==> config.mk <==
export PLATFORM = sky130hd
export DESIGN_NAME = pai_pci_if
export DESIGN_NICKNAME = d
export VERILOG_FILES = /design/src/pai_pkg.sv /design/src/pai_pci_if.sv
export SDC_FILE = /design/constraint.sdc
export NUM_CORES = 1
export LEC_CHECK = 0
export BUFFER_PORTS_ARGS = -buffer_cell sky130_fd_sc_hd__buf_2
export CORE_ASPECT_RATIO = 1.1
export CORE_UTILIZATION = 60
export DETAILED_ROUTE_END_ITERATION = 8
export PLACE_DENSITY = 0.85
export SLEW_MARGIN = 30
export SYNTH_ARGS = -nofsm -noshare
export SYNTH_HDL_FRONTEND = slang
export SYNTH_SLANG_ARGS = --single-unit
==> constraint.sdc <==
create_clock -name clk -period 12.8 [get_ports clk]
set_clock_uncertainty 0.1 [all_clocks]
set_input_delay 1.92 -clock clk [delete_from_list [all_inputs] [get_ports clk]]
set_output_delay 1.92 -clock clk [all_outputs]
set_load 0.02 [all_outputs]
==> src/pai_pkg.sv <==
// shared constants and types of the pci audio host interface
package pai_pkg;
    localparam logic [3:0] CMD_INT_ACK = 4'h0;
    localparam logic [3:0] CMD_IO_RD = 4'h2;
    localparam logic [3:0] CMD_IO_WR = 4'h3;
    localparam logic [3:0] CMD_MEM_RD = 4'h6;
    localparam logic [3:0] CMD_MEM_WR = 4'h7;
    localparam logic [3:0] CMD_CFG_RD = 4'hA;
    localparam logic [3:0] CMD_CFG_WR = 4'hB;
    localparam logic [3:0] CMD_DAC = 4'hD;
    localparam logic [3:0] BE_ALL = 4'h0;
    localparam logic [15:0] LEGACY_ADDR0 = 16'h0000;
    localparam logic [15:0] LEGACY_ADDR1 = 16'h0004;
    localparam logic [2:0] MABORT_CLKS = 3'h5;
    localparam logic [2:0] NUM_FUNCS = 3'h3;
    localparam int NUM_WIN = 7;
    localparam logic [2:0] WIN_GAME = 3'h0;
    localparam logic [2:0] WIN_SB = 3'h1;
    localparam logic [2:0] WIN_MIDI = 3'h2;
    localparam logic [2:0] WIN_UART = 3'h3;
    localparam logic [2:0] WIN_CODEC = 3'h4;
    localparam logic [2:0] WIN_DMA = 3'h5;
    localparam logic [2:0] WIN_DSP = 3'h6;
    localparam int FIFO_WIDTH = 32;
    localparam int FIFO_DEPTH = 16;

    typedef enum logic [2:0] {
        DEV_NONE, DEV_BYTE, DEV_WORD, DEV_BYTE_WORD, DEV_ANY
    } pai_dev_t;

    typedef enum logic [2:0] {
        T_IDLE = 3'h0, T_DECODE = 3'h1, T_WAIT = 3'h3, T_DATA = 3'h2, T_TURN = 3'h6, T_ABORT = 3'h7
    } pai_tstate_t;

    typedef enum logic [2:0] {
        M_IDLE = 3'h0, M_REQ = 3'h1, M_ADDR = 3'h3, M_DATA = 3'h2, M_TURN = 3'h6
    } pai_mstate_t;

    typedef struct packed {
        logic en;
        logic [15:0] base;
        logic [15:0] mask;
    } pai_io_win_t;

    typedef struct packed {
        logic valid;
        logic write;
        logic cfg;
        logic [2:0] func;
        pai_dev_t dev;
        logic [2:0] win;
        logic [31:0] addr;
        logic [31:0] data;
        logic [3:0] be_n;
    } pai_ps_req_t;

    typedef struct packed {
        logic valid;
        logic write;
        logic [31:0] addr;
        logic [7:0] len;
    } pai_pm_req_t;
endpackage : pai_pkg

==> src/pai_pci_if.sv <==
// pci target, master, arbiter, datapath and read fifo of the audio host interface
`timescale 1ns/10ps
module pai_fifo import pai_pkg::*; #(
    parameter int WIDTH = pai_pkg::FIFO_WIDTH,
    parameter int DEPTH = pai_pkg::FIFO_DEPTH
) (
    input wire logic clk,
    input wire logic reset_n,
    input wire logic [WIDTH-1:0] in_data,
    input wire logic in_valid,
    output logic in_ready,
    output logic [WIDTH-1:0] out_data,
    output logic out_valid,
    input wire logic out_ready,
    output logic [$clog2(DEPTH):0] fill
);
    localparam int AW = $clog2(DEPTH);
    logic [WIDTH-1:0] mem [DEPTH];
    logic [AW-1:0] wp;
    logic [AW-1:0] rp;
    logic push;
    logic pop;

    assign in_ready = fill != (AW+1)'(DEPTH);
    assign out_valid = fill != '0;
    assign out_data = mem[rp];
    assign push = in_valid && in_ready;
    assign pop = out_valid && out_ready;

    always_ff @(posedge clk) begin
        if (push) begin
            mem[wp] <= in_data;
        end
    end

    always_ff @(posedge clk) begin
        if (!reset_n) begin
            wp <= '0;
            rp <= '0;
            fill <= '0;
        end else begin
            if (push) begin
                wp <= (wp == AW'(DEPTH - 1)) ? '0 : wp + 1'b1;
            end
            if (pop) begin
                rp <= (rp == AW'(DEPTH - 1)) ? '0 : rp + 1'b1;
            end
            fill <= fill + (AW+1)'(push) - (AW+1)'(pop);
        end
    end
endmodule : pai_fifo

module pai_pci_if import pai_pkg::*; (
    input wire logic clk,
    input wire logic reset_n,
    input wire logic [31:0] ad_in,
    output logic [31:0] ad_out,
    output logic ad_oe,
    input wire logic [3:0] cbe_in,
    output logic [3:0] cbe_out,
    output logic cbe_oe,
    input wire logic frame_n_in,
    output logic frame_n_out,
    output logic frame_n_oe,
    input wire logic irdy_n_in,
    output logic irdy_n_out,
    output logic irdy_n_oe,
    input wire logic trdy_n_in,
    output logic trdy_n_out,
    output logic trdy_n_oe,
    input wire logic devsel_n_in,
    output logic devsel_n_out,
    output logic devsel_n_oe,
    input wire logic stop_n_in,
    output logic stop_n_out,
    output logic stop_n_oe,
    input wire logic idsel,
    output logic req_n,
    input wire logic gnt_n,
    input wire logic legacy_dma_grant,
    input wire pai_pkg::pai_io_win_t [pai_pkg::NUM_WIN-1:0] io_map,
    output pai_pkg::pai_ps_req_t ps_req,
    input wire logic ps_ack,
    input wire logic [31:0] ps_rdata,
    output logic sig_target_abort,
    input wire pai_pkg::pai_pm_req_t dma_req,
    input wire pai_pkg::pai_pm_req_t vreg_req,
    output logic dma_gnt,
    output logic vreg_gnt,
    input wire logic [31:0] pm_wdata,
    input wire logic pm_wvalid,
    output logic pm_wready,
    output logic [31:0] pm_rdata,
    output logic pm_rvalid,
    input wire logic pm_rready,
    output logic pm_done,
    output logic pm_err
);
    localparam int FAW = $clog2(FIFO_DEPTH);

    function automatic logic [3:0] win_find(input pai_io_win_t [NUM_WIN-1:0] map, input logic [31:0] a);
        logic [3:0] r;
        r = '0;
        for (int i = NUM_WIN - 1; i >= 0; i--) begin
            if (map[i].en && a[31:16] == 16'h0000 && (a[15:0] & ~map[i].mask) == map[i].base) begin
                r = {1'b1, 3'(i)};
            end
        end
        return r;
    endfunction : win_find

    function automatic pai_dev_t win_class(input logic [2:0] w);
        case (w)
            WIN_CODEC: return DEV_WORD;
            WIN_DSP: return DEV_BYTE_WORD;
            WIN_DMA: return DEV_ANY;
            default: return DEV_BYTE;
        endcase
    endfunction : win_class

    function automatic logic [2:0] be_count(input logic [3:0] be_n);
        return 3'(!be_n[0]) + 3'(!be_n[1]) + 3'(!be_n[2]) + 3'(!be_n[3]);
    endfunction : be_count

    function automatic logic width_ok(input logic cfg, input pai_dev_t dev, input logic [3:0] be_n);
        logic [3:0] en;
        logic contig;
        logic word;
        en = ~be_n;
        word = en == 4'h3 || en == 4'hC;
        case (en)
            4'h0, 4'h1, 4'h2, 4'h4, 4'h8, 4'h3, 4'h6, 4'hC, 4'h7, 4'hE, 4'hF: contig = 1'b1;
            default: contig = 1'b0;
        endcase
        if (cfg) begin
            return contig;
        end
        if (be_count(be_n) > 3'h2) begin
            return 1'b0;
        end
        case (dev)
            DEV_BYTE: return be_count(be_n) == 3'h1;
            DEV_WORD: return word;
            DEV_BYTE_WORD: return be_count(be_n) == 3'h1 || word;
            DEV_ANY: return contig;
            default: return 1'b0;
        endcase
    endfunction : width_ok

    pai_tstate_t t_state;
    pai_mstate_t m_state;
    logic frame_q;
    logic t_start;
    logic fast_hit;
    logic [31:0] t_addr;
    logic [3:0] t_cmd;
    logic t_idsel;
    logic t_cfg;
    logic [3:0] dec;
    logic claim_io;
    logic claim_cfg;
    pai_dev_t t_dev;
    logic [2:0] t_win;
    logic [31:0] t_ad;
    logic t_ad_oe;
    logic t_oe;
    logic m_own;
    logic m_write;
    logic [7:0] m_left;
    logic [7:0] m_ld;
    logic m_slot;
    logic m_end;
    logic m_err;
    logic [2:0] m_dto;
    logic [31:0] m_ad;
    logic m_ad_oe;
    logic m_oe;
    logic m_xfer;
    logic m_abort;
    logic load_now;
    logic next_slot;
    logic next_irdy_on;
    logic [7:0] next_left;
    logic [FAW:0] fill;
    logic [FAW:0] room;
    logic fifo_in_ready;
    pai_pm_req_t cur;

    // target address phase capture and decode
    assign t_start = frame_q && !frame_n_in;
    assign fast_hit = legacy_dma_grant && cbe_in == CMD_IO_WR && (ad_in[15:0] == LEGACY_ADDR0 || ad_in[15:0] == LEGACY_ADDR1);
    assign t_cfg = t_cmd == CMD_CFG_RD || t_cmd == CMD_CFG_WR;
    assign dec = win_find(io_map, t_addr);
    assign claim_io = (t_cmd == CMD_IO_RD || t_cmd == CMD_IO_WR) && dec[3];
    assign claim_cfg = t_cfg && t_idsel && t_addr[1:0] == 2'b00 && t_addr[10:8] < NUM_FUNCS;

    // shared ad pins: master owns them while it holds the bus
    assign m_own = m_state == M_ADDR || m_state == M_DATA || m_state == M_TURN;
    assign ad_out = m_own ? m_ad : t_ad;
    assign ad_oe = m_own ? m_ad_oe : t_ad_oe;
    assign devsel_n_oe = t_oe;
    assign trdy_n_oe = t_oe;
    assign stop_n_oe = t_oe;
    assign frame_n_oe = m_oe;
    assign irdy_n_oe = m_oe;

    always_ff @(posedge clk) begin
        if (!reset_n) begin
            frame_q <= 1'b1;
        end else begin
            frame_q <= frame_n_in;
        end
    end

    always_ff @(posedge clk) begin
        if (!reset_n) begin
            t_state <= T_IDLE;
            devsel_n_out <= 1'b1;
            trdy_n_out <= 1'b1;
            stop_n_out <= 1'b1;
            t_oe <= 1'b0;
            t_ad <= '0;
            t_ad_oe <= 1'b0;
            t_addr <= '0;
            t_cmd <= CMD_INT_ACK;
            t_idsel <= 1'b0;
            t_win <= '0;
            t_dev <= DEV_NONE;
            ps_req <= '0;
            sig_target_abort <= 1'b0;
        end else begin
            sig_target_abort <= 1'b0;
            case (t_state)
                T_IDLE: begin
                    if (t_start && !m_own) begin
                        t_addr <= ad_in;
                        t_cmd <= cbe_in;
                        t_idsel <= idsel;
                        if (fast_hit) begin
                            devsel_n_out <= 1'b0;
                            t_oe <= 1'b1;
                            t_win <= WIN_DMA;
                            t_dev <= DEV_ANY;
                            t_state <= T_WAIT;
                        end else begin
                            t_state <= T_DECODE;
                        end
                    end
                end
                T_DECODE: begin
                    if (claim_io || claim_cfg) begin
                        devsel_n_out <= 1'b0;
                        t_oe <= 1'b1;
                        t_win <= dec[2:0];
                        t_dev <= claim_cfg ? DEV_ANY : win_class(dec[2:0]);
                        t_state <= T_WAIT;
                    end else begin
                        t_state <= T_IDLE;
                    end
                end
                T_WAIT: begin
                    if (ps_req.valid) begin
                        if (ps_ack) begin
                            ps_req.valid <= 1'b0;
                            trdy_n_out <= 1'b0;
                            stop_n_out <= frame_n_in;
                            t_ad <= ps_rdata;
                            t_ad_oe <= !ps_req.write;
                            t_state <= T_DATA;
                        end
                    end else if (!irdy_n_in) begin
                        if (width_ok(t_cfg, t_dev, cbe_in)) begin
                            ps_req.valid <= 1'b1;
                            ps_req.write <= t_cmd[0];
                            ps_req.cfg <= t_cfg;
                            ps_req.func <= t_addr[10:8];
                            ps_req.dev <= t_dev;
                            ps_req.win <= t_win;
                            ps_req.addr <= t_addr;
                            ps_req.data <= ad_in;
                            ps_req.be_n <= cbe_in;
                        end else begin
                            devsel_n_out <= 1'b1;
                            stop_n_out <= 1'b0;
                            sig_target_abort <= 1'b1;
                            t_state <= T_ABORT;
                        end
                    end
                end
                T_DATA: begin
                    if (!irdy_n_in) begin
                        trdy_n_out <= 1'b1;
                        stop_n_out <= 1'b1;
                        devsel_n_out <= 1'b1;
                        t_ad_oe <= 1'b0;
                        t_state <= T_TURN;
                    end
                end
                T_ABORT: begin
                    if (frame_n_in) begin
                        stop_n_out <= 1'b1;
                        t_state <= T_TURN;
                    end
                end
                T_TURN: begin
                    t_oe <= 1'b0;
                    t_state <= T_IDLE;
                end
                default: begin
                    t_state <= T_IDLE;
                end
            endcase
        end
    end

    // master: arbitration pick and data phase bookkeeping
    assign cur = dma_req.valid ? dma_req : vreg_req;
    assign m_xfer = m_state == M_DATA && !irdy_n_out && !trdy_n_in;
    assign m_abort = devsel_n_in && m_dto == MABORT_CLKS;
    assign room = (FAW+1)'(FIFO_DEPTH) - fill;
    assign pm_wready = m_write && (m_state == M_ADDR || (m_state == M_DATA && !m_end)) && m_ld != 8'h00
        && (!m_slot || m_xfer);
    assign load_now = pm_wvalid && pm_wready;
    assign next_slot = load_now || (m_slot && !m_xfer);
    assign next_left = m_left - 8'(m_xfer);
    assign next_irdy_on = m_write ? next_slot
        : (next_left != 8'h00 && (room > (FAW+1)'(1) || (room == (FAW+1)'(1) && !m_xfer)));

    always_ff @(posedge clk) begin
        if (!reset_n) begin
            m_state <= M_IDLE;
            m_write <= 1'b0;
            m_left <= '0;
            m_ld <= '0;
            m_slot <= 1'b0;
            m_end <= 1'b0;
            m_err <= 1'b0;
            m_dto <= '0;
            m_ad <= '0;
            m_ad_oe <= 1'b0;
            m_oe <= 1'b0;
            req_n <= 1'b1;
            frame_n_out <= 1'b1;
            irdy_n_out <= 1'b1;
            cbe_out <= BE_ALL;
            cbe_oe <= 1'b0;
            dma_gnt <= 1'b0;
            vreg_gnt <= 1'b0;
            pm_done <= 1'b0;
            pm_err <= 1'b0;
        end else begin
            pm_done <= 1'b0;
            case (m_state)
                M_IDLE: begin
                    if (cur.valid && cur.len != 8'h00) begin
                        dma_gnt <= dma_req.valid;
                        vreg_gnt <= !dma_req.valid;
                        m_ad <= cur.addr;
                        m_write <= cur.write;
                        m_left <= cur.len;
                        m_ld <= cur.len;
                        m_err <= 1'b0;
                        req_n <= 1'b0;
                        m_state <= M_REQ;
                    end
                end
                M_REQ: begin
                    if (!gnt_n && frame_n_in && irdy_n_in && t_state == T_IDLE) begin
                        req_n <= 1'b1;
                        frame_n_out <= 1'b0;
                        irdy_n_out <= 1'b1;
                        m_oe <= 1'b1;
                        cbe_out <= m_write ? CMD_MEM_WR : CMD_MEM_RD;
                        cbe_oe <= 1'b1;
                        m_ad_oe <= 1'b1;
                        m_dto <= '0;
                        m_slot <= 1'b0;
                        m_end <= 1'b0;
                        m_state <= M_ADDR;
                    end
                end
                M_ADDR: begin
                    cbe_out <= BE_ALL;
                    m_ad_oe <= m_write;
                    if (load_now) begin
                        m_ad <= pm_wdata;
                        m_ld <= m_ld - 8'h01;
                    end
                    m_slot <= next_slot;
                    irdy_n_out <= !next_irdy_on;
                    frame_n_out <= next_left == 8'h01 && next_irdy_on;
                    m_state <= M_DATA;
                end
                M_DATA: begin
                    if (devsel_n_in && m_dto != MABORT_CLKS) begin
                        m_dto <= m_dto + 3'h1;
                    end
                    m_left <= next_left;
                    if (m_end) begin
                        irdy_n_out <= 1'b1;
                        m_state <= M_TURN;
                    end else if (!stop_n_in || m_abort) begin
                        m_err <= m_abort || next_left != 8'h00;
                        frame_n_out <= 1'b1;
                        m_end <= !frame_n_out;
                        irdy_n_out <= frame_n_out;
                        m_state <= frame_n_out ? M_TURN : M_DATA;
                    end else begin
                        if (load_now) begin
                            m_ad <= pm_wdata;
                            m_ld <= m_ld - 8'h01;
                        end
                        m_slot <= next_slot;
                        irdy_n_out <= !next_irdy_on;
                        if (next_left == 8'h01 && next_irdy_on) begin
                            frame_n_out <= 1'b1;
                        end
                        if (m_xfer && next_left == 8'h00) begin
                            irdy_n_out <= 1'b1;
                            m_ad_oe <= 1'b0;
                            m_state <= M_TURN;
                        end
                    end
                end
                M_TURN: begin
                    m_oe <= 1'b0;
                    cbe_oe <= 1'b0;
                    m_ad_oe <= 1'b0;
                    frame_n_out <= 1'b1;
                    irdy_n_out <= 1'b1;
                    pm_done <= 1'b1;
                    pm_err <= m_err;
                    dma_gnt <= 1'b0;
                    vreg_gnt <= 1'b0;
                    m_state <= M_IDLE;
                end
                default: begin
                    m_state <= M_IDLE;
                end
            endcase
        end
    end

    pai_fifo #(.WIDTH(FIFO_WIDTH), .DEPTH(FIFO_DEPTH)) u_rd_fifo (
        .clk(clk),
        .reset_n(reset_n),
        .in_data(ad_in),
        .in_valid(m_xfer && !m_write),
        .in_ready(fifo_in_ready),
        .out_data(pm_rdata),
        .out_valid(pm_rvalid),
        .out_ready(pm_rready),
        .fill(fill)
    );
endmodule : pai_pci_if

# Word-level counts from Yosys, hierarchy flattened
# Memories as Yosys holds them, arrays and structs flattened. A register that Yosys moved wholly into a read port is not among the register bits.
# Cells that the tools add are included.
word_totals:
  register_bits: 249
  ramBits: 512
  romBits: 16
  inputBits: 428
  output_inout_bits: 168
  wordCells: 407
  memories: 2
classes:
  add_sub_neg: 11
  order_cmp: 3
  n_eq_ne: 61
  n_mux: 142
  bitwise_logic: 19
  n_reduce_logical: 124
memory_table:
  columns: ["memory", "words", "word_bits", "rd", "rd_clocked_by_memory_dff", "wr", "line", "rtl"]
  rows:
  - ["u_rd_fifo.mem", 16, 32, 1, 1, 1, "pai_pci_if.sv:18", "logic [WIDTH-1:0] mem [DEPTH];"]
  - ["(name not given)", 16, 1, 1, 0, 0, "pai_pci_if.sv:131", "case (en)"]
ops:
  columns: ["operator", "n"]
  rows:
  - ["$mux 32", 5]
  - ["$mux 80", 2]
  - ["$and 16x16->16", 7]
  - ["$eq 16x16->1", 7]
  - ["$not 16->16", 7]
  - ["$pmux 32 s3", 1]
  - ["$mux 1", 68]
  - ["$mux 3", 22]
  - ["$mux 4", 12]
  - ["$logic_and 1x1->1", 43]
  - ["$mux 42", 1]
  - ["$logic_not 16->1", 2]
  - ["$mux 8", 4]
  - ["$reduce_and 4->1", 8]
  - ["$ne 2x2->1 const B", 14]
  - ["$eq 3x3->1 const B", 8]
  - ["$pmux 8 s3", 1]
  - ["$reduce_bool 8->1", 3]
  - ["$eq 4x4->1 const B", 5]
  - ["$pmux 1 s4", 5]
  - ["$eq 3x2->1 const B", 6]
  - ["$logic_not 1->1", 18]
  - ["$pmux 3 s2", 3]
  - ["$eq 16x3->1 const B", 1]
  - ["46 further kinds", 107]

# Depth between registers and ports, before layout
logic_depth:
  ltp_word: 22
  mapped_depth: 17
  mapped_depth_nobuf: 17

# Hierarchy
# From an unflattened synthesis, not the netlist that was laid out.
hier_totals:
  cells_unflattened: 2549
  hier_area_um2: 32673.8
modules_own_cells:
  columns: ["mod", "n_inst", "cells_each", "area_per_inst_um2", "seq_area_each_um2"]
  rows:
  - ["pai_fifo", 1, 898, 20010.4, 15715.1]
  - ["pai_pci_if", 1, 1651, 12663.4, 4624.4]

# Least setup slack after synthesis
# No wires, ideal clock.
synth_path:
  kind: "input to register"
  from: "input trdy_n_in"
  to: "memory u_rd_fifo.mem[3][0] (netlist name) (enable)"
  setup_ns: 0.461
  arrival_time_ns: 5.042
  required_ns: 12.239
  slack_ns: 7.198
  path_stages: 5
  n_path_buf: 0
  path_cell_list: "nor3_1 > nand2_1 > nor3_2 > nand2_1 > nor3_1"
synth_via:
  elab_chain_len: 6
synth_lines:
  columns: ["item", "line", "rtl"]
  rows:
  - ["start, declared", "pai_pci_if.sv:68", "input wire logic trdy_n_in,"]
  - ["$logic_not 1->1", "pai_pci_if.sv:318", "assign m_xfer = m_state == M_DATA && !irdy_n_out && !trdy_n_in;"]
  - ["$logic_and 1x1->1", "pai_pci_if.sv:318", null]
  - ["$logic_and 1x1->1", "pai_pci_if.sv:448", ".in_valid(m_xfer && !m_write),"]
  - ["$logic_and 1x1->1", "pai_pci_if.sv:27", "assign push = in_valid && in_ready;"]
  - ["named net u_rd_fifo.push", "pai_pci_if.sv:21", "logic push;"]
  - ["$mux 1", "pai_pci_if.sv:31", "if (push) begin"]
  - ["$mux 1 (not written as such)", "pai_pci_if.sv:32", "mem[wp] <= in_data;"]
  - ["end, declared", "pai_pci_if.sv:18", null]
# The timed path passes the listed nets, and every way through them passes these cells.

==> impl_results.md <==
- Status: finished clean
- Syn nets: 2918
- Reg2Reg Depth: 13
- Synth Warn #: 0
- Final worst-path cycle share: 0.495
- Die width: ~220 µm
- Slew HR: 0.357
- Sequential share of the synthesized area: 0.624
- Sw Ratio: 0.277
- Flops & latches, synth: 760
- Pin count of the biggest net entering global routing: 144
- Die ar.: 55200 µm²
- Initial cell density of the core: 0.607
- Clock Sink Count: 760
- CP Launch Type: flop
- Total congestion overflow: 0
- Clock power frac: 0.361
- Global-route wire length before repair: 167000 µm
- Inserted Clock Buffers: 74
- H-tree depth: 3
- Io pins: 596
- CTS root buf: clkbuf_16
- Number of gates resized after CTS: 0
- TritonRoute pass-1 iters: 6
- Sequential share of power: 0.460
- Critical setup path kind: reg2out
- HP Class: reg2reg
- CP required: between 10 and 15 ns
- Ranking of synthesized cells by area: edfxtp_1, dfxtp_1, mux4_2
- Max-cap violations: 0
- Post-synth EDFFs: ~510
- Area Growth Syn to Fin: 18.9%
- GP Congestion: about 1
- Internal: 4.39 mW
- Post-route design area: 38700 µm²
- Antenna Violating Nets Remaining: 0
- Hold-fix buffers, CTS: 0
- Final setup TNS: 0 ns
- Ys async rst share: 0
- CTS tree: yes
- Leak: between 10 and 15 nW
- Mapped Cells: 2460
- Hold EP: ps_req[2]$_SDFFE_PN0P_
- Maximum clock rate: 0.158 GHz
- WP data arrival: 4.32 ns
- RSZ-0062 raised after global routing: false
- Initial drt markers: 3763
- DR vias/cell: 6.59
- Critical path peak fanout: 50
- Hold path depth: 2
- Dpl cells: 3667
- Vias post-DR: 25282
- Clock Path Buffers: 3
- Die Y: 246 µm
- Min-delay src: ps_req[2]$_SDFFE_PN0P_
- Mapped Area: between 30000 and 40000 µm²
- Global Route Usage Sum: 0.433
- Top-count cell post-synth: edfxtp_1
- Dpl hpwl: between 70000 and 80000 µm
- Post-route DRC: 0
- Worst skew pair latency: 0.62 ns
- Fin crit period: 6.34 ns
- Reg2reg end: frame_n_out$_SDFFE_PN1P_
- Synth area leader: edfxtp_1
- Fin. Hold Viols: 0
- Count of final setup violators: 0
- Reg2reg start: m_state[1]$_SDFFE_PN0P_
- Avg WL per Cell: 31.4 µm
- PD cells: 157 nW/µm²
- Row count: 89
- IO Port Bufs: just under 600
- Register-to-register setup slack: around 8.8 ns
- CP Capture Type: output port
- Clock-pin slew on the worst setup and hold paths: 0.07 ns
- Combinational group share of total power: 0.179
- Core Area: 53700 µm²
- Yosys top cell area share: 0.472
- Final Non-Filler Cells: 3834
- Power, Total: between 6 and 7 mW
- Mean area per synthesized cell: 13.2 µm²
- Worst Max-Slew Pin Slew: 0.963 ns
- Post-synth cell types: 73
- Max Slew Vio Count: 0
- Setup bufs post-CTS: 0
- Final net count: 3476
- Post-Route WL: 121000 µm
- Vias in the first global route: 23942
- Switching power: 1.69 mW
- Top_reg_cell synth: edfxtp_1
- Initial antenna violation count: 34
- Post-synth top cells: edfxtp_1, nand2_1, dfxtp_1
- Peak supply drop: 0.0964 mV
- Cell Area, Placed: 36200 µm²
- Share of cells above drive strength 1: 0.318
==> registers in the layout, indices dropped and copies added (netlist names), 2 cells and up, named ones only <==
register	cells
u_rd_fifo.fill	5
t_cmd	4
u_rd_fifo.mem	512
t_win	3
m_ad	32
m_state	3
u_rd_fifo.rp	4
cbe_out	2
t_ad	32
t_addr	32
ps_req	77
m_dto	3
m_left	8
t_dev	3
m_ld	8
u_rd_fifo.wp	4
t_state	3
==> placed cells by master, fill, tap and decap left out, drive strengths merged, types with 3 or more instances in the layout <==
master | synthesis | layout
mux2i | 42 | 42
o21ai | 29 | 29
ha | 28 | 28
xnor2 | 116 | 116
or3 | 8 | 8
nor2b | 104 | 104
edfxtp | 512 | 512
dfxtp | 248 | 248
nor4 | 11 | 11
clkinvlp | 0 | 4
buf | 47 | 628
and2 | 5 | 5
nand3 | 17 | 17
nand2 | 363 | 363
o221a | 3 | 3
a31oi | 4 | 4
mux2 | 36 | 36
xor2 | 7 | 7
diode | 0 | 29
clkinv | 0 | 27
a21boi | 3 | 3
nor3b | 6 | 6
nand2b | 27 | 27
o31ai | 5 | 5
mux4 | 160 | 160
a211oi | 41 | 41
a311oi | 4 | 4
or4 | 4 | 4
or2 | 3 | 3
a21oi | 230 | 230
nor2 | 162 | 162
nand4 | 30 | 30
nor3 | 29 | 29
and3 | 6 | 6
inv | 33 | 37
bufinv | 0 | 5
clkbuf | 99 | 95
==> power groups by stage <==
stage,combinational (mW),clock (mW),sequential (mW)
after CTS,1.03,2.19,2.82
final,1.09,2.20,2.79
after global placement,0.958,0,2.87
after detailed placement,1.00,0,2.87
after floorplan,0.744,0,2.77
after global routing,1.15,2.28,2.80
==> cell type report <==
cell class	count	area, µm²
Sequential cell	760	20400
Fill cell	3378	14900
Multi-Input combinational cell	1521	11600
Timing Repair Buffer	628	3290
Clock buffer	95	2020
Tap cell	728	911
Clock inverter	40	342
Inverter	33	131
Antenna cell	29	72.6
==> per-layer routing <==
layer  up-vias  GRT usage  routed length (µm)
met1     12207      0.503               38800
met2      2258      0.696               56400
met3       618      0.116               14100
met4        18      0.312               11000
li1      10181          -                   -
met5         -     0.0134                 191
==> cells by family (layout without fill, tap and decap cells) <==
kind of cell / count (synthesis) / count (layout) / share of synthesized area
other cells: 1 / 30 / 0.000115
fa+ha+maj: 30 / 30 / 0.0120
xor+xnor: 123 / 123 / 0.0331
mux: 238 / 238 / 0.136
simple gates: 784 / 784 / 0.111
flops: 760 / 760 / 0.624
compound gates: 345 / 345 / 0.0609
buf+inv: 179 / 796 / 0.0223
==> worst max path at each step <==
stage                     slack [ns]  startpoint                             to  cells after the start
after floorplan                 7.20   trdy_n_in  u_rd_fifo.mem[3][0]$_DFFE_PP_                      5
after global placement          6.77        flop                   pm_rdata[12]                      5
after detailed placement        6.95        flop                   pm_rdata[11]                      5
after CTS                       6.19        flop                   pm_rdata[11]                      5
after global routing            6.22        flop                   pm_rdata[11]                      6
final                           6.46        flop                   pm_rdata[11]                      6
==> critical path, cell delays in order (launching register included) <==
cell and delay [ns]:
dfxtp_4 0.56, buf_16 0.29, buf_6 0.60, buf_4 0.74
mux4_2 0.67, mux4_2 0.56, buf_2 0.20
==> metrics by stage <==
stage	utilization	setup slack (ns)	hold WS [ns]
detailed placement	0.675	6.95	0.345
finish	0.722	6.46	0.354
floorplan	-	7.20	0.332
global placement	0.675	6.77	0.336
CTS	0.719	6.19	0.352
global route	0.721	6.22	0.373
Note: power is estimated with default switching activity, not from simulation.
